$ cat src/inc/ztp_defines.vh
`ifndef ZTP_DEFINES_VH
`define ZTP_DEFINES_VH

// Value width and timing
`define ZTP_VAL_W        24
`define ZTP_CLK_HZ       100000000
`define ZTP_TICK_MS      1
`define ZTP_TICK_CYC     ((`ZTP_CLK_HZ / 1000) * `ZTP_TICK_MS)
`define ZTP_HOLD1_MS     1000
`define ZTP_HOLD2_MS     2000
`define ZTP_PWRUP_MS     3000
`define ZTP_DEB_MS       20

// Lockout levels
`define ZTP_LOCK_OPEN    2'h0
`define ZTP_LOCK_PART    2'h1
`define ZTP_LOCK_CLOSED  2'h2

// Display type settings and main display selection
`define ZTP_DISP_PV      2'h0
`define ZTP_DISP_MAX     2'h1
`define ZTP_DISP_MIN     2'h2

// Register offsets
`define ZTP_REG_CTRL     4'h0
`define ZTP_REG_REF      4'h1
`define ZTP_REG_STAT     4'h2
`define ZTP_REG_DISP     4'h3
`define ZTP_REG_MAX      4'h4
`define ZTP_REG_MIN      4'h5
`define ZTP_REG_OFFS     4'h6
`define ZTP_REG_CMD      4'h7

// Control field positions and reset values
`define ZTP_CTRL_ZLOCK   1:0
`define ZTP_CTRL_MLOCK   3:2
`define ZTP_CTRL_DTYPE   5:4
`define ZTP_CTRL_ZOPT    6
`define ZTP_CTRL_RST     8'h00
`define ZTP_REF_RST      24'h000000

// Command bits
`define ZTP_CMD_PKCLR    0
`define ZTP_CMD_MEAS     1

`endif

$ cat src/hdl/ztp_debounce.v
`timescale 1ns/1ps
`include "ztp_defines.vh"

module ztp_debounce #(
   parameter N      = 3,
   parameter DEB_MS = `ZTP_DEB_MS
) (
   input  wire         ref_clk,
   input  wire         rst,
   input  wire         tick,
   input  wire [N-1:0] raw_in,
   output reg  [N-1:0] clean_out
);

   reg [N-1:0] sync1_reg;
   reg [N-1:0] sync2_reg;
   reg [15:0]  cnt_reg [0:N-1];
   integer     i;

   // Two stages then a level must stay stable for the debounce time
   always @(posedge ref_clk or posedge rst) begin
      if (rst) begin
         sync1_reg <= {N{1'b0}};
         sync2_reg <= {N{1'b0}};
         clean_out <= {N{1'b0}};
         for (i = 0; i < N; i = i + 1) begin
            cnt_reg[i] <= 16'h0000;
         end
      end else begin
         sync1_reg <= raw_in;
         sync2_reg <= sync1_reg;
         for (i = 0; i < N; i = i + 1) begin
            if (sync2_reg[i] == clean_out[i]) begin
               cnt_reg[i] <= 16'h0000;
            end else if (tick) begin
               if (cnt_reg[i] >= DEB_MS[15:0]) begin
                  clean_out[i] <= sync2_reg[i];
                  cnt_reg[i]   <= 16'h0000;
               end else begin
                  cnt_reg[i] <= cnt_reg[i] + 16'h0001;
               end
            end
         end
      end
   end

endmodule // ztp_debounce

$ cat src/hdl/ztp_tracker.v
// Overview of operation
// - Up key in measuring mode captures display as zero, enters forced zero.
// - Up key in forced zero captures again and enters tare mode.
// - Up key in tare mode re-captures the zero point again.
// - Zero contact, when option fitted and hold inactive, acts like the up key at open level.
// - Zero lockout: open allows both, partial forced zero only, closed neither.
// - Zero lockout applies to front keys only, never the zero contact.
// - Open level, tare active: one second hold cancels tare to forced zero.
// - Open level: two second hold cancels tare then forced zero.
// - Partial level: one second hold cancels forced zero; keys never enter tare.
// - While max/min shown, zero and tare execute refused, cancel allowed.
// - While reset contact active, zero and tare neither execute nor cancel.
// - Zero and tare still work during input error.
// - Reference value loaded at zero and tare is configurable, default zero.
// - Max/min key steps present value, maximum, minimum, present.
// - Peaks track unless hold or input error active; one second max/min hold clears and restarts.
// - After power-up peak memory held cleared about three seconds.
// - Max/min lockout: open, blocks reset, or blocks stepping and reset.
// - Partial max/min lockout ignores long-hold clear.
// - Reset contact and remote clear never blocked by max/min lockout.
// - Zero and tare actions leave stored peaks unchanged.
// - During input error max and min are not displayed.
// - Display type picks first main display at power-up and measuring return.
// - Hold contact blocks other contacts except reset.
`timescale 1ns/1ps
`include "ztp_defines.vh"

module ztp_tracker #(
   parameter W         = `ZTP_VAL_W,
   parameter TICK_CYC  = `ZTP_TICK_CYC,
   parameter HOLD1_MS  = `ZTP_HOLD1_MS,
   parameter HOLD2_MS  = `ZTP_HOLD2_MS,
   parameter PWRUP_MS  = `ZTP_PWRUP_MS,
   parameter DEB_MS    = `ZTP_DEB_MS
) (
   input  wire         ref_clk,
   input  wire         rst,
   input  wire         up_key,
   input  wire         maxmin_key,
   input  wire         zero_in,
   input  wire         ext_reset_in,
   input  wire         ext_hold_in,
   input  wire         input_error,
   input  wire [W-1:0] meas_val,
   input  wire [3:0]   addr,
   input  wire [W-1:0] wdata,
   input  wire         wr,
   input  wire         rd,
   output reg  [W-1:0] rdata,
   output reg  [W-1:0] disp_val,
   output reg  [1:0]   disp_sel,
   output reg          disp_valid,
   output reg          fz_active,
   output reg          tare_active
);

   localparam ST_MEAS = 3'h1;
   localparam ST_FZ   = 3'h2;
   localparam ST_TARE = 3'h4;

   // Tick counts taken directly from the times in milliseconds
   localparam [31:0] H1 = HOLD1_MS;
   localparam [31:0] H2 = HOLD2_MS;
   localparam [31:0] PU = PWRUP_MS;

   wire [2:0] clean;
   wire       up_c    = clean[0];
   wire       mm_c    = clean[1];
   wire       zero_c  = clean[2];
   reg        rst_s1_reg;
   reg        rst_s2_reg;
   reg        hold_s1_reg;
   reg        hold_s2_reg;
   reg        err_s1_reg;
   reg        err_s2_reg;

   reg [31:0]  tick_cnt_reg;
   reg         tick_reg;
   reg [2:0]   st_reg;
   reg [W-1:0] offs_reg;
   reg [W-1:0] ref_reg;
   reg [7:0]   ctrl_reg;
   reg [W-1:0] max_reg;
   reg [W-1:0] min_reg;
   reg         pk_valid_reg;
   reg [31:0]  pu_cnt_reg;
   reg [31:0]  up_ms_reg;
   reg [31:0]  zr_ms_reg;
   reg [31:0]  mm_ms_reg;
   reg         up_prev_reg;
   reg         zr_prev_reg;
   reg         mm_prev_reg;
   reg         meas_ret_reg;
   reg         pk_clr_cmd_reg;

   wire [1:0] zlock = ctrl_reg[`ZTP_CTRL_ZLOCK];
   wire [1:0] mlock = ctrl_reg[`ZTP_CTRL_MLOCK];
   wire [1:0] dtype = ctrl_reg[`ZTP_CTRL_DTYPE];
   wire       zopt  = ctrl_reg[`ZTP_CTRL_ZOPT];

   ztp_debounce #(
      .N      (3),
      .DEB_MS (DEB_MS)
   ) u_deb (
      .ref_clk   (ref_clk),
      .rst       (rst),
      .tick      (tick_reg),
      .raw_in    ({zero_in, maxmin_key, up_key}),
      .clean_out (clean)
   );

   // Level contacts only need synchronising
   always @(posedge ref_clk or posedge rst) begin
      if (rst) begin
         rst_s1_reg  <= 1'b0;
         rst_s2_reg  <= 1'b0;
         hold_s1_reg <= 1'b0;
         hold_s2_reg <= 1'b0;
         err_s1_reg  <= 1'b0;
         err_s2_reg  <= 1'b0;
      end else begin
         rst_s1_reg  <= ext_reset_in;
         rst_s2_reg  <= rst_s1_reg;
         hold_s1_reg <= ext_hold_in;
         hold_s2_reg <= hold_s1_reg;
         err_s1_reg  <= input_error;
         err_s2_reg  <= err_s1_reg;
      end
   end

   // Millisecond tick
   always @(posedge ref_clk or posedge rst) begin
      if (rst) begin
         tick_cnt_reg <= 32'h00000000;
         tick_reg     <= 1'b0;
      end else if (tick_cnt_reg >= TICK_CYC - 1) begin
         tick_cnt_reg <= 32'h00000000;
         tick_reg     <= 1'b1;
      end else begin
         tick_cnt_reg <= tick_cnt_reg + 32'h00000001;
         tick_reg     <= 1'b0;
      end
   end

   // Hold blocks the zero contact; only with option fitted
   wire zr_en = zero_c & zopt & ~hold_s2_reg;

   wire up_rel  = up_prev_reg & ~up_c;
   wire zr_rel  = zr_prev_reg & ~zr_en;
   wire mm_rel  = mm_prev_reg & ~mm_c;
   wire up_short = up_rel & (up_ms_reg < H1);
   wire zr_short = zr_rel & (zr_ms_reg < H1);
   wire mm_short = mm_rel & (mm_ms_reg < H1);
   wire up_at1  = up_c & tick_reg & (up_ms_reg == H1 - 1);
   wire up_at2  = up_c & tick_reg & (up_ms_reg == H2 - 1);
   wire zr_at1  = zr_en & tick_reg & (zr_ms_reg == H1 - 1);
   wire zr_at2  = zr_en & tick_reg & (zr_ms_reg == H2 - 1);
   wire mm_at1  = mm_c & tick_reg & (mm_ms_reg == H1 - 1);

   // No execute or cancel while the reset contact is active
   wire zallow = ~rst_s2_reg;
   // Execute refused while a peak is shown
   wire showing_pk = (disp_sel != `ZTP_DISP_PV);
   wire key_fz_ok   = (zlock != `ZTP_LOCK_CLOSED);
   wire key_tare_ok = (zlock == `ZTP_LOCK_OPEN);
   // Partial level: hold cancels forced zero outright at one second
   wire key_cnl1 = up_at1 & key_fz_ok;
   wire key_cnl2 = up_at2 & key_tare_ok;

   wire exec_req = zallow & ~showing_pk &
                   ((up_short & key_fz_ok & (st_reg == ST_MEAS | key_tare_ok)) | zr_short);
   wire cnl1_req = zallow & (key_cnl1 | zr_at1);
   wire cnl2_req = zallow & (key_cnl2 | zr_at2);

   wire [W-1:0] rel_val = meas_val - offs_reg;

   // Zero state machine
   always @(posedge ref_clk or posedge rst) begin
      if (rst) begin
         st_reg   <= ST_MEAS;
         offs_reg <= {W{1'b0}};
      end else begin
         case (st_reg)
            ST_MEAS: begin
               if (exec_req) begin
                  offs_reg <= meas_val;
                  st_reg   <= ST_FZ;
               end
            end
            ST_FZ: begin
               if (exec_req) begin
                  offs_reg <= meas_val;
                  st_reg   <= ST_TARE;
               end else if (zallow & up_at1 & (zlock == `ZTP_LOCK_PART)) begin
                  offs_reg <= {W{1'b0}};
                  st_reg   <= ST_MEAS;
               end else if (cnl2_req) begin
                  offs_reg <= {W{1'b0}};
                  st_reg   <= ST_MEAS;
               end
            end
            ST_TARE: begin
               if (exec_req) begin
                  offs_reg <= meas_val;
               end else if (cnl1_req) begin
                  offs_reg <= meas_val;
                  st_reg   <= ST_FZ;
               end
            end
            default: begin
               st_reg <= ST_MEAS;
            end
         endcase
      end
   end

   // Hold timers and edge history
   always @(posedge ref_clk or posedge rst) begin
      if (rst) begin
         up_ms_reg   <= 32'h00000000;
         zr_ms_reg   <= 32'h00000000;
         mm_ms_reg   <= 32'h00000000;
         up_prev_reg <= 1'b0;
         zr_prev_reg <= 1'b0;
         mm_prev_reg <= 1'b0;
      end else begin
         up_prev_reg <= up_c;
         zr_prev_reg <= zr_en;
         mm_prev_reg <= mm_c;
         if (!up_c && !up_rel) up_ms_reg <= 32'h00000000;
         else if (up_c && tick_reg) up_ms_reg <= up_ms_reg + 32'h00000001;
         if (!zr_en && !zr_rel) zr_ms_reg <= 32'h00000000;
         else if (zr_en && tick_reg) zr_ms_reg <= zr_ms_reg + 32'h00000001;
         if (!mm_c && !mm_rel) mm_ms_reg <= 32'h00000000;
         else if (mm_c && tick_reg) mm_ms_reg <= mm_ms_reg + 32'h00000001;
      end
   end

   // Peak tracking
   always @(posedge ref_clk or posedge rst) begin
      if (rst) begin
         pu_cnt_reg   <= 32'h00000000;
         pk_valid_reg <= 1'b0;
         max_reg      <= {W{1'b0}};
         min_reg      <= {W{1'b0}};
      end else if (pu_cnt_reg < PU) begin
         if (tick_reg) pu_cnt_reg <= pu_cnt_reg + 32'h00000001;
         pk_valid_reg <= 1'b0;
         max_reg      <= {W{1'b0}};
         min_reg      <= {W{1'b0}};
      end else if (rst_s2_reg | pk_clr_cmd_reg | (mm_at1 & (mlock == `ZTP_LOCK_OPEN))) begin
         // Contact and remote clear bypass lockout; key clear
         pk_valid_reg <= 1'b0;
      end else if (~hold_s2_reg & ~err_s2_reg) begin
         // Track displayed value; zero actions do not touch peaks
         pk_valid_reg <= 1'b1;
         if (!pk_valid_reg || $signed(rel_val + ref_reg) > $signed(max_reg)) max_reg <= rel_val + ref_reg;
         if (!pk_valid_reg || $signed(rel_val + ref_reg) < $signed(min_reg)) min_reg <= rel_val + ref_reg;
      end
   end

   // Display selection and outputs
   always @(posedge ref_clk or posedge rst) begin
      if (rst) begin
         disp_sel    <= `ZTP_DISP_PV;
         disp_val    <= {W{1'b0}};
         disp_valid  <= 1'b0;
         fz_active   <= 1'b0;
         tare_active <= 1'b0;
      end else begin
         if (meas_ret_reg) begin
            disp_sel <= (dtype == 2'h3) ? `ZTP_DISP_PV : dtype;
         end else if (mm_short & (mlock != `ZTP_LOCK_CLOSED) & ~err_s2_reg) begin
            // Step display; closed level and error block it
            case (disp_sel)
               `ZTP_DISP_PV:  disp_sel <= `ZTP_DISP_MAX;
               `ZTP_DISP_MAX: disp_sel <= `ZTP_DISP_MIN;
               default:       disp_sel <= `ZTP_DISP_PV;
            endcase
         end
         // Display value with offset and reference; no peaks on error
         if (disp_sel == `ZTP_DISP_MAX && !err_s2_reg) disp_val <= max_reg;
         else if (disp_sel == `ZTP_DISP_MIN && !err_s2_reg) disp_val <= min_reg;
         else disp_val <= rel_val + ref_reg;
         disp_valid  <= ~rst_s2_reg & (disp_sel == `ZTP_DISP_PV | (~err_s2_reg & pk_valid_reg));
         // Error state does not gate zero actions
         fz_active   <= (st_reg != ST_MEAS);
         tare_active <= (st_reg == ST_TARE);
      end
   end

   // Register port, read data one cycle later
   always @(posedge ref_clk or posedge rst) begin
      if (rst) begin
         ctrl_reg       <= `ZTP_CTRL_RST;
         ref_reg        <= `ZTP_REF_RST;
         rdata          <= {W{1'b0}};
         meas_ret_reg   <= 1'b1;
         pk_clr_cmd_reg <= 1'b0;
      end else begin
         meas_ret_reg   <= 1'b0;
         pk_clr_cmd_reg <= 1'b0;
         if (wr) begin
            case (addr)
               `ZTP_REG_CTRL: ctrl_reg <= wdata[7:0];
               `ZTP_REG_REF:  ref_reg  <= wdata;
               `ZTP_REG_CMD: begin
                  pk_clr_cmd_reg <= wdata[`ZTP_CMD_PKCLR];
                  meas_ret_reg   <= wdata[`ZTP_CMD_MEAS];
               end
               default: ;
            endcase
         end
         if (rd) begin
            case (addr)
               `ZTP_REG_CTRL: rdata <= {{(W-8){1'b0}}, ctrl_reg};
               `ZTP_REG_REF:  rdata <= ref_reg;
               `ZTP_REG_STAT: rdata <= {{(W-8){1'b0}}, pk_valid_reg, rst_s2_reg, hold_s2_reg,
                                        err_s2_reg, disp_sel, tare_active, fz_active};
               `ZTP_REG_DISP: rdata <= disp_val;
               `ZTP_REG_MAX:  rdata <= max_reg;
               `ZTP_REG_MIN:  rdata <= min_reg;
               `ZTP_REG_OFFS: rdata <= offs_reg;
               default:       rdata <= {W{1'b0}};
            endcase
         end else begin
            rdata <= {W{1'b0}};
         end
      end
   end

endmodule // ztp_tracker

$ cat config.mk
export PLATFORM = sky130hd
export DESIGN_NAME = ztp_tracker
export DESIGN_NICKNAME = d
export VERILOG_FILES = /design/src/hdl/ztp_debounce.v /design/src/hdl/ztp_tracker.v
export VERILOG_INCLUDE_DIRS = /design/src /design/src/inc
export SDC_FILE = /design/constraint.sdc
export NUM_CORES = 1
export LEC_CHECK = 0
export ABC_AREA = 0
export ABC_CLOCK_PERIOD_IN_PS = 24400
export BUFFER_PORTS_ARGS = -buffer_cell sky130_fd_sc_hd__buf_2
export CORE_ASPECT_RATIO = 0.7
export CORE_MARGIN = 2
export CORE_UTILIZATION = 45
export CTS_BUF_LIST = sky130_fd_sc_hd__clkbuf_4 sky130_fd_sc_hd__clkbuf_8
export CTS_CLUSTER_DIAMETER = 200
export DETAILED_ROUTE_END_ITERATION = 16
export SETUP_SLACK_MARGIN = 0.15
export SYNTH_ARGS = -nofsm -noshare
export SYNTH_HDL_FRONTEND = slang
export SYNTH_SLANG_ARGS = --single-unit
export TNS_END_PERCENT = 20
$ cat constraint.sdc
create_clock -name ref_clk -period 24.4 [get_ports ref_clk]
set_clock_uncertainty 0.1 [all_clocks]
set_input_delay 3.66 -clock ref_clk [delete_from_list [all_inputs] [get_ports ref_clk]]
set_output_delay 3.66 -clock ref_clk [all_outputs]
set_load 0.05 [all_outputs]
== Word level (Yosys, flattened, before mapping) ==
Index checks and enable logic that the tools add are counted.

* Reduce and logical (&&, ||, !) cells: 45
* Multipliers: 0
* Shifts and indexed selects: 0
* Equal/unequal tests: 31
* Divide/modulo/power cells: 0
* Mux-type cells: 54
* $lt $le $gt $ge: 10
* Add/subtract/negate cells: 10
* Bitwise gates (word level): 49

{| class="wikitable"
|+ Operators with widths
! cell !! number
|-
| 24-bit 2-to-1 mux || 17
|-
| 32-bit 2-to-1 mux || 7
|-
| 24-bit one-hot mux with 7 select lines || 1
|-
| 32-bit by 1-bit adder with 32-bit output, second input constant || 5
|-
| 16-bit 2-to-1 mux || 9
|-
| 32-bit by 10-bit == test with 1-bit output, second input constant || 3
|-
| 32-bit by 10-bit less-than comparator with 1-bit output, second input constant || 3
|-
| 24-bit one-hot mux with 3 select lines || 1
|-
| 32-bit by 11-bit == test with 1-bit output, second input constant || 2
|-
| 16-bit by 1-bit adder with 16-bit output, second input constant || 3
|-
| 16-bit by 5-bit greater-or-equal comparator with 1-bit output, second input constant || 3
|-
| 1-bit bitwise AND || 32
|-
| 32-bit by 17-bit greater-or-equal comparator with 1-bit output, second input constant || 1
|-
| 32-bit by 12-bit less-than comparator with 1-bit output, second input constant || 1
|-
| 24-bit adder || 1
|-
| 24-bit > comparator || 1
|-
| 24-bit less-than comparator || 1
|-
| 24-bit subtractor || 1
|-
| 2-bit nonzero test || 11
|-
| 3-bit 2-to-1 mux || 6
|-
| 4-bit by 3-bit == test with 1-bit output, second input constant || 4
|-
| 3-bit AND reduction || 5
|-
| 2-bit inequality test, second input constant || 6
|-
| 1-bit NOT || 10
|-
| other kinds (24) || 65
|}

* Word-level logic and storage cells: 237
* Memory bits (read-only): 0
* Bits in latches: 0
* Memories: 0
* Bits in writable memories: 0
* Output and inout port bits: 53
* Flip-flop bits (word level): 390
* Input port bits: 62

== Depth between registers and ports, before layout ==
Gate-level depths: netlist (run 1).

* Depth after elaboration: 10
* Depth in mapped cells: 23
* Depth with buffers taken out: 21

== Cells and area by module ==
A second synthesis (run 1) with hierarchy kept.

* Cell total of the unflattened synthesis: 2024
* Area total of the unflattened synthesis: 20374.5 µm²

{| class="wikitable"
|+ Modules (own cells, without submodules)
! module !! area each (µm²) !! times used !! cells an instance !! seq. area each (µm²)
|-
| ztp_tracker || 17919.7 || 1 || 1804 || 8335.5
|-
| ztp_debounce || 2454.9 || 1 || 220 || 1426.4
|}

== Least setup slack after synthesis (run 1) ==
Ideal clock, no wire load.

* Path kind: input -> register
* Start: input meas_val[9]
* End: register min_reg[10]
* Library setup time: 0.125 ns
* Data arrival time: 8.428 ns
* Buffers on the path: 3
* Stages on the path: 21
* Path slack: 15.748 ns
* Cell sequence: inv_1 -> fa_1 -> inv_1 -> ha_1 -> clkbuf_1 -> a211oi_1 -> o21ai_0 -> a221oi_1 -> o21ai_0 -> mux2i_1 -> or4_1 -> ha_1 -> and3_1 -> a221o_1 -> a31oi_1 -> a211o_1 -> a21oi_1 -> or2_2 -> buf_2 -> buf_2 -> mux2_2

* Cells in the longest elaborated chain, start to end: 6

{| class="wikitable"
|+ Ends and longest elaborated chain
! item !! RTL line !! text
|-
| from (decl) || ztp_tracker.v:44 || <nowiki>input wire [W-1:0] meas_val,</nowiki>
|-
| 24-bit subtractor * || ztp_tracker.v:175 || <nowiki>wire [W-1:0] rel_val = meas_val - offs_reg;</nowiki>
|-
| 24-bit adder * || ztp_tracker.v:258 || <nowiki>if (!pk_valid_reg || $signed(rel_val + ref_reg) < $signed(min_reg)) min_reg <= rel_val + ref_reg;</nowiki>
|-
| 24-bit less-than comparator or 24-bit 2-to-1 mux (tied branches) || ztp_tracker.v:258 ||
|-
| 1-bit logical OR or 24-bit 2-to-1 mux (tied branches) || ztp_tracker.v:258, ztp_tracker.v:254 ||
|-
| 2-bit nonzero test (no source line) or 24-bit 2-to-1 mux (tied branches) || -- ||
|-
| 3-bit AND reduction (no source line) or 24-bit 2-to-1 mux (tied branches) || -- ||
|-
| to (signal assigned) || ztp_tracker.v:245 || <nowiki>min_reg <= {W{1'b0}};</nowiki>
|-
| to (signal assigned) || ztp_tracker.v:250 || <nowiki>min_reg <= {W{1'b0}};</nowiki>
|-
| to (signal assigned) || ztp_tracker.v:258 ||
|-
| to (decl) || ztp_tracker.v:84 || <nowiki>reg [W-1:0] min_reg;</nowiki>
|}

Every way passes the cells marked *; elsewhere a longest branch is shown, timed or not. The select of a mux whose other input is x is not followed.
A chain may end at the register's enable or synchronous reset.

== Worst setup path after layout (run 1) ==
* Start: input meas_val[9]
* End: register max_reg[19]

* Cells in the longest elaborated chain, start to end: 6

{| class="wikitable"
|+ Ends and longest elaborated chain
! item !! RTL line !! text
|-
| 24-bit subtractor * || ztp_tracker.v:175 ||
|-
| 24-bit adder * || ztp_tracker.v:257 || <nowiki>if (!pk_valid_reg || $signed(rel_val + ref_reg) > $signed(max_reg)) max_reg <= rel_val + ref_reg;</nowiki>
|-
| 24-bit > comparator or 24-bit 2-to-1 mux (tied branches) || ztp_tracker.v:257 ||
|-
| 1-bit logical OR or 24-bit 2-to-1 mux (tied branches) || ztp_tracker.v:257, ztp_tracker.v:254 ||
|-
| 2-bit nonzero test (no source line) or 24-bit 2-to-1 mux (tied branches) || -- ||
|-
| 3-bit AND reduction (no source line) or 24-bit 2-to-1 mux (tied branches) || -- ||
|-
| to (signal assigned) || ztp_tracker.v:244 || <nowiki>max_reg <= {W{1'b0}};</nowiki>
|-
| to (signal assigned) || ztp_tracker.v:249 || <nowiki>max_reg <= {W{1'b0}};</nowiki>
|-
| to (signal assigned) || ztp_tracker.v:257 ||
|-
| to (decl) || ztp_tracker.v:83 || <nowiki>reg [W-1:0] max_reg;</nowiki>
|}

Marks and branches as above.

==> flow_summary.ini, run 1 <==
[status]
status = finished clean

[worst_hold_path]
hp-start = hold_s1_reg
hold_path.class = flip-flop to flip-flop

[synth]
yosys_warnings = 0
seq_area_frac_synth = 0.479
synth-simple-area-share = 0.168
synthCells = 2066
synth_edf_count = 0
synth_area_leader_cell = dfrtp_1
synth_area_um2 = 20400
synth-main-ff-cell = dfrtp_1
synth-xor-area-share = 0.0459
synth_mux_area_frac = 0.0445
syn_area_per_cell_um2 = 9.87
synth.top_cell.area_share = 0.476
yosys-top-cells-area = dfrtp_1 (48%), ha_1 (5.0%), nor2_1 (3.8%)
synth_top_family_by_area = simple AND/OR/NAND/NOR gates
synth_compound_area_frac = 0.138
synthAdderAreaFrac = 0.0729
yosysUniqueCellTypes = 79
ys_seq_elements = 390
async_flop_share = 1.00

[floorplanning]
die_area_um2 = 47100
coreArea_um2 = 44900
start_util = 0.454
rows = 65
ioPinCount = 115
floorplan.die.height_um = 182
die_x_um = 258

[clock_tree]
post_cts_resize_count = 0
cts_root_buffer = clkbuf_8
tritoncts = built
cts.sinks = 390
ctsHtreeMaxLevel = 2
clkTransAtPathRegs_ns = 0.06
postCtsSetupBuffers = 0
numCtsBuffers = 61
clk_latency_ns = 0.67
cts_buffer_depth = 3
hold_buffers = 0

[placed_design]
gp_congestion = 0.914
dp.cells = 2730
port_buffers = 114
dp_hpwl_um = 36700

[route]
drtIter0Drc = 1556
routedWlPerCell_um = 18.7
via_count = 16067
remaining_drc_errors = 0
vias_per_cell = 5.64
wirelength_um = 53300
drtAntennaViolNets = 0
first_pass_iters = 7

[worst_setup_path]
rrSetupSlack_ns = 17.79
cpMaxStageDelayCell = a221oi_1
r2r_start = offs_reg[9]
crit_type = primary input to flip-flop
start_kind = primary input
rr_endpoint = max_reg[19]
crit_arrival_ns = 9.76
cp_slowest_stage_delay_ns = 1.05
path_cells = buf_2 -> inv_1 -> fa_1 -> inv_1 -> ha_1 -> a211oi_1 -> o21ai_0 -> a221oi_1 -> o21ai_0 -> mux2i_1 -> or4_1 -> ha_1 -> nand3_1 -> nor3_1 -> a21oi_1 -> a211o_1 -> a31oi_1 -> or2_2 -> mux2_2
worstPathRequired_ns = 24.83
crit_path_start = meas_val[9]
crit_path_end = max_reg[19]
worstSetupEndpointType = flip-flop
reg2reg_depth = 17
worstPathMaxFanout = 24

[sta]
setup_viol_count_final = 0
hold_violations = 0
maxSlewViolCount = 0
tightest_slew_ns = 1.27
timing.final.crit_share = 0.382
clock.fmax_mhz = 107
post-route-min-period_ns = 9.33
rsz0062_at_grt = false
tns_ns = 0
relSlewSlack = 0.147

[grt]
gr-total-overflow = 0
grt_pass1_wl_um = 85700
grt_usage = 0.229
first_global_vias = 15439
antenna_found_initial = 6
grt_max_degree = 180

[layout]
layout.nets = 2358
area_growth_pct = 13.0
multi_input_area_um2 = 9650
layout.cells.non_filler = 2847
largest_register_ffs = 48
drive_gt1_frac = 0.168
fillers = 4149
seqCellArea_um2 = 9760

[power]
leakagePower_nw = 10.5
powerDensity_nw_per_um2 = 122
ir_drop_mv = 0.0687

[job]
drv_cap = 0
==> routing by layer <==
layer	up-vias	global-route usage	part of all wire	routed length, um
met5	-	0	0.00024	13
met4	2	0.0631	0.022	1170
met3	81	0.0499	0.080	4260
met2	534	0.309	0.40	21200
met1	7907	0.363	0.50	26700
li1	7543	-	-	-
==> worst min path at each step <==
stage | endpoint | slack (ns) | cells after the start
floorplan | err_s2_reg | 0.23 | 0
global placement | hold_s2_reg | 0.24 | 0
detailed placement | err_s2_reg | 0.24 | 0
CTS | hold_s2_reg | 0.25 | 0
global route | hold_s2_reg | 0.26 | 0
finish | hold_s2_reg | 0.25 | 0
==> Yosys cell counts (12+ instances only) <==
| master | count |
|---|---|
| xnor2_1 | 46 |
| xor2_1 | 61 |
| nor4_1 | 33 |
| or2_2 | 18 |
| inv_1 | 191 |
| a21oi_1 | 102 |
| nor2b_1 | 14 |
| a22o_2 | 20 |
| a21o_1 | 16 |
| nand2_1 | 138 |
| and2_1 | 16 |
| clkbuf_1 | 69 |
| a22oi_1 | 27 |
| o211ai_1 | 17 |
| o21ai_0 | 71 |
| nor3_1 | 44 |
| fa_1 | 23 |
| and4_1 | 12 |
| a222oi_1 | 19 |
| nand2b_1 | 15 |
| nor2_1 | 208 |
| mux2i_1 | 13 |
| nand4_1 | 45 |
| dfrtp_1 | 388 |
| a31oi_1 | 31 |
| mux2_2 | 69 |
| or3_1 | 21 |
| a22o_1 | 19 |
| ha_1 | 82 |
| and3_1 | 29 |
| o31ai_1 | 12 |
| nand3_1 | 74 |
==> layout make-up <==
class / instances / share of cell area
Clock inverter: 22 / 0.0130
Clock buffer: 90 / 0.0489
Multi-Input combinational cell: 1414 / 0.419
Timing Repair Buffer: 132 / 0.0311
Sequential cell: 390 / 0.424
Inverter: 192 / 0.0316
Tap cell: 603 / 0.0327
Antenna cell: 4 / 0.000434
==> where the power goes <==
group          switching [mW]  internal, mW  leakage, nW
Combinational           0.854         0.522         4.51
Sequential             0.0683         0.717         5.21
Clock                   0.275         0.371        0.743
Total                    1.20          1.61         10.5
==> kinds of logic (layout without fill, tap and decap cells) <==
family / count (synthesis) / after routing
buffers and inverters: 276 / 436
AND/OR/NAND/NOR: 696 / 696
AO/OA/AOI/OAI: 409 / 409
adder cells (fa/ha/maj): 105 / 105
flip-flops: 390 / 390
XOR/XNOR: 107 / 107
other: 1 / 19
multiplexers: 82 / 82
==> stage by stage <==
step | hold WS, ns | area [um^2] | worst slack, ns | power [mW] | utilization
2_1_floorplan | 0.231 | 20500 | 9.80 | 1.76 | -
3_3_place_gp | 0.238 | 21600 | 14.63 | 2.12 | 0.481
3_5_place_dp | 0.242 | 21600 | 14.52 | 2.14 | 0.481
4_1_cts | 0.254 | 23000 | 15.20 | 2.80 | 0.513
5_1_grt | 0.259 | 23000 | 14.72 | 3.02 | 0.513
6_report | 0.249 | 23000 | 15.07 | 2.81 | 0.513
==> cells in the final DEF, fill, tap and decap left out, types with 27 or more instances in the layout <==
cell / instances
mux2_2: 69
dfrtp_1: 388
clkbuf_8: 72
inv_1: 190
a31oi_1: 31
nor2_1: 206
nand4_1: 45
and3_1: 29
buf_2: 114
a22oi_1: 27
ha_1: 82
nor4_1: 33
a21oi_1: 102
o21ai_0: 71
nand3_1: 74
nand2_1: 138
xor2_1: 61
nor3_1: 42
xnor2_1: 46
==> critical path: cells and delay by family <==
family,cells,cell delay [ns]
and+or+nand+nor,4,1.64
buffers and inverters,3,0.18
AOI/OAI and AO/OA,7,2.40
muxes,2,0.58
adders and majority gates,3,1.30
No activity file was read; power rests on OpenSTA's default activity.
==> run 2: changes to the inputs <==
ABC_CLOCK_PERIOD_IN_PS = 8300   (was 24400)
clock period = 8.3 ns   (was 24.4 ns; I/O delays follow)
==> run 2 against run 1 <==
Compared with the run above: combinational power increased to 2.9 times the previous value; via count down 1.0%; die area unchanged; register-to-register slack got worse by 16 ns; cell area is essentially flat; clock power rose to 2.9 times the previous value; first-iteration DRC count shrank 8.7%; routed wire length shrank 0.67%; utilization about the same.
==> flow_summary.ini, run 2 (same netlist as run 1, synthesis figures left out) <==
[status]
status = finished clean

[floorplanning]
ioPinCount = 115
die_area_um2 = 47100
start_util = 0.454
rows = 65
floorplan.die.height_um = 182
coreArea_um2 = 44900
die_x_um = 258

[worst_setup_path]
cpMaxStageDelayCell = or4_1
worstSetupEndpointType = flip-flop
rrSetupSlack_ns = 2.22
start_kind = primary input
worstPathRequired_ns = 8.72
crit_arrival_ns = 6.86
cp_slowest_stage_delay_ns = 0.65
critPathBufInv = 4
reg2reg_depth = 19
r2r_start = ref_reg[8]
worstPathMaxFanout = 24
cp_num_cells = 20
path_cells = buf_2 -> inv_1 -> fa_1 -> inv_1 -> ha_1 -> nor2b_1 -> o31a_1 -> a221oi_1 -> buf_4 -> o21ai_0 -> mux2i_1 -> or4_1 -> ha_1 -> nand3_1 -> nor3_1 -> a21oi_1 -> a211o_1 -> a31oi_1 -> or2_2 -> mux2_2
crit_type = primary input to flip-flop
rr_endpoint = max_reg[7]
cp_top_family = simple AND/OR/NAND/NOR gates

[sta]
maxSlewViolCount = 0
setup_viol_count_final = 0
post-route-min-period_ns = 6.44
tightest_slew_ns = 1.39
timing.final.crit_share = 0.776
hold_violations = 0
rsz0062_at_grt = false
tns_ns = 0
relSlewSlack = 0.0669
clock.fmax_mhz = 155

[power]
ir_drop_mv = 0.196
p_clk_frac = 0.228
internal_power_mw = 4.72
powerDensity_nw_per_um2 = 355
combPwrFrac = 0.491
power_switching_share = 0.424
power_frac_seq = 0.281
p_sw_mw = 3.48
leakagePower_nw = 10.5

[grt]
antenna_found_initial = 4
grt_pass1_wl_um = 84800
grt_usage = 0.226
first_global_vias = 15637
grt_max_degree = 169
gr-total-overflow = 0

[layout]
layout.nets = 2360
layout_common_cells = dfrtp_1 (388), nor2_1 (206), inv_1 (190)
area_growth_pct = 13.0
layout_commonest_cell = dfrtp_1
final_area_um2 = 23100
largest_register_ffs = 48
drive_gt1_frac = 0.168

[route]
routedWlPerCell_um = 18.6
via_count = 15906
first_pass_iters = 6
drtAntennaViolNets = 0
drtIter0Drc = 1420
vias_per_cell = 5.59
remaining_drc_errors = 0
wirelength_um = 52900

[clock_tree]
clkTransAtPathRegs_ns = 0.06
tritoncts = built
numCtsBuffers = 61
ctsHtreeMaxLevel = 2
hold_buffers = 0
post_cts_resize_count = 0
clk_latency_ns = 0.64
cts.sinks = 390
postCtsSetupBuffers = 0
cts_buffer_depth = 3
cts_root_buffer = clkbuf_8

[placed_design]
port_buffers = 114
dp_hpwl_um = 36800
place_area_um2 = 21600
gp_congestion = 0.905

[worst_hold_path]
hold_path.class = flip-flop to flip-flop
hold_path_end = u_deb.sync2_reg[2]
hp-start = u_deb.sync1_reg[2]
whs_path_depth = 0

[job]
drv_cap = 0
-- run 2: cell types whose count changed in the layout (fill, tap and decap cells not counted) --
cell / change
buf_4: +3
bufinv_16: -3
clkbuf_2: -1
clkbuf_4: -7
clkbuf_8: +11
clkinv_2: -3
clkinv_4: -1
inv_6: +1
-- run 2: routing by layer --
layer,wire length (um),vias to the layer above,global-route usage
met4,958,0,0.0525
li1,-,7538,-
met3,3830,65,0.0490
met5,0,-,0
met1,26700,7845,0.352
met2,21500,458,0.317
-- run 2: power by group through the flow --
stage	clock network, mW	logic (mW)	registers (mW)
after floorplan	0	2.68	2.50
after CTS	1.91	3.97	2.30
after global placement	0	3.91	2.33
after global routing	2.00	4.50	2.33
final	1.87	4.02	2.31
after detailed placement	0	3.95	2.34
-- run 2: per-stage QoR --
step                setup slack [ns]   util  std cells  total power, mW  hold WS [ns]
global route                    1.65  0.514       2845             8.83         0.258
global placement                1.41  0.482       2733             6.24         0.244
finish                          1.86  0.514       2847             8.19         0.254
detailed placement              1.29  0.482       2733             6.28         0.242
floorplan                       1.71      -       2080             5.18         0.231
CTS                             1.93  0.513       2843             8.18         0.257
-- run 2: how the worst max path moves through the flow --
stage | from | endpoint | slack, ns
after floorplan | rst | ctrl_reg[0] | 1.71
after global placement | meas_val[2] | max_reg[9] | 1.41
after detailed placement | meas_val[2] | max_reg[7] | 1.29
after CTS | meas_val[2] | max_reg[7] | 1.93
after global routing | meas_val[5] | max_reg[9] | 1.65
final | meas_val[2] | max_reg[7] | 1.86
-- run 2: final cells by class --
class                   instances  area (um^2)
diodes                          4         10.0
clock buffers                  94         1220
clock inverters                16          198
fillers                      4157        21800
inverters                     192          724
multi-input cells            1414         9650
flip-flops and latches        390         9760
well taps                     603          754
repair buffers                134          733
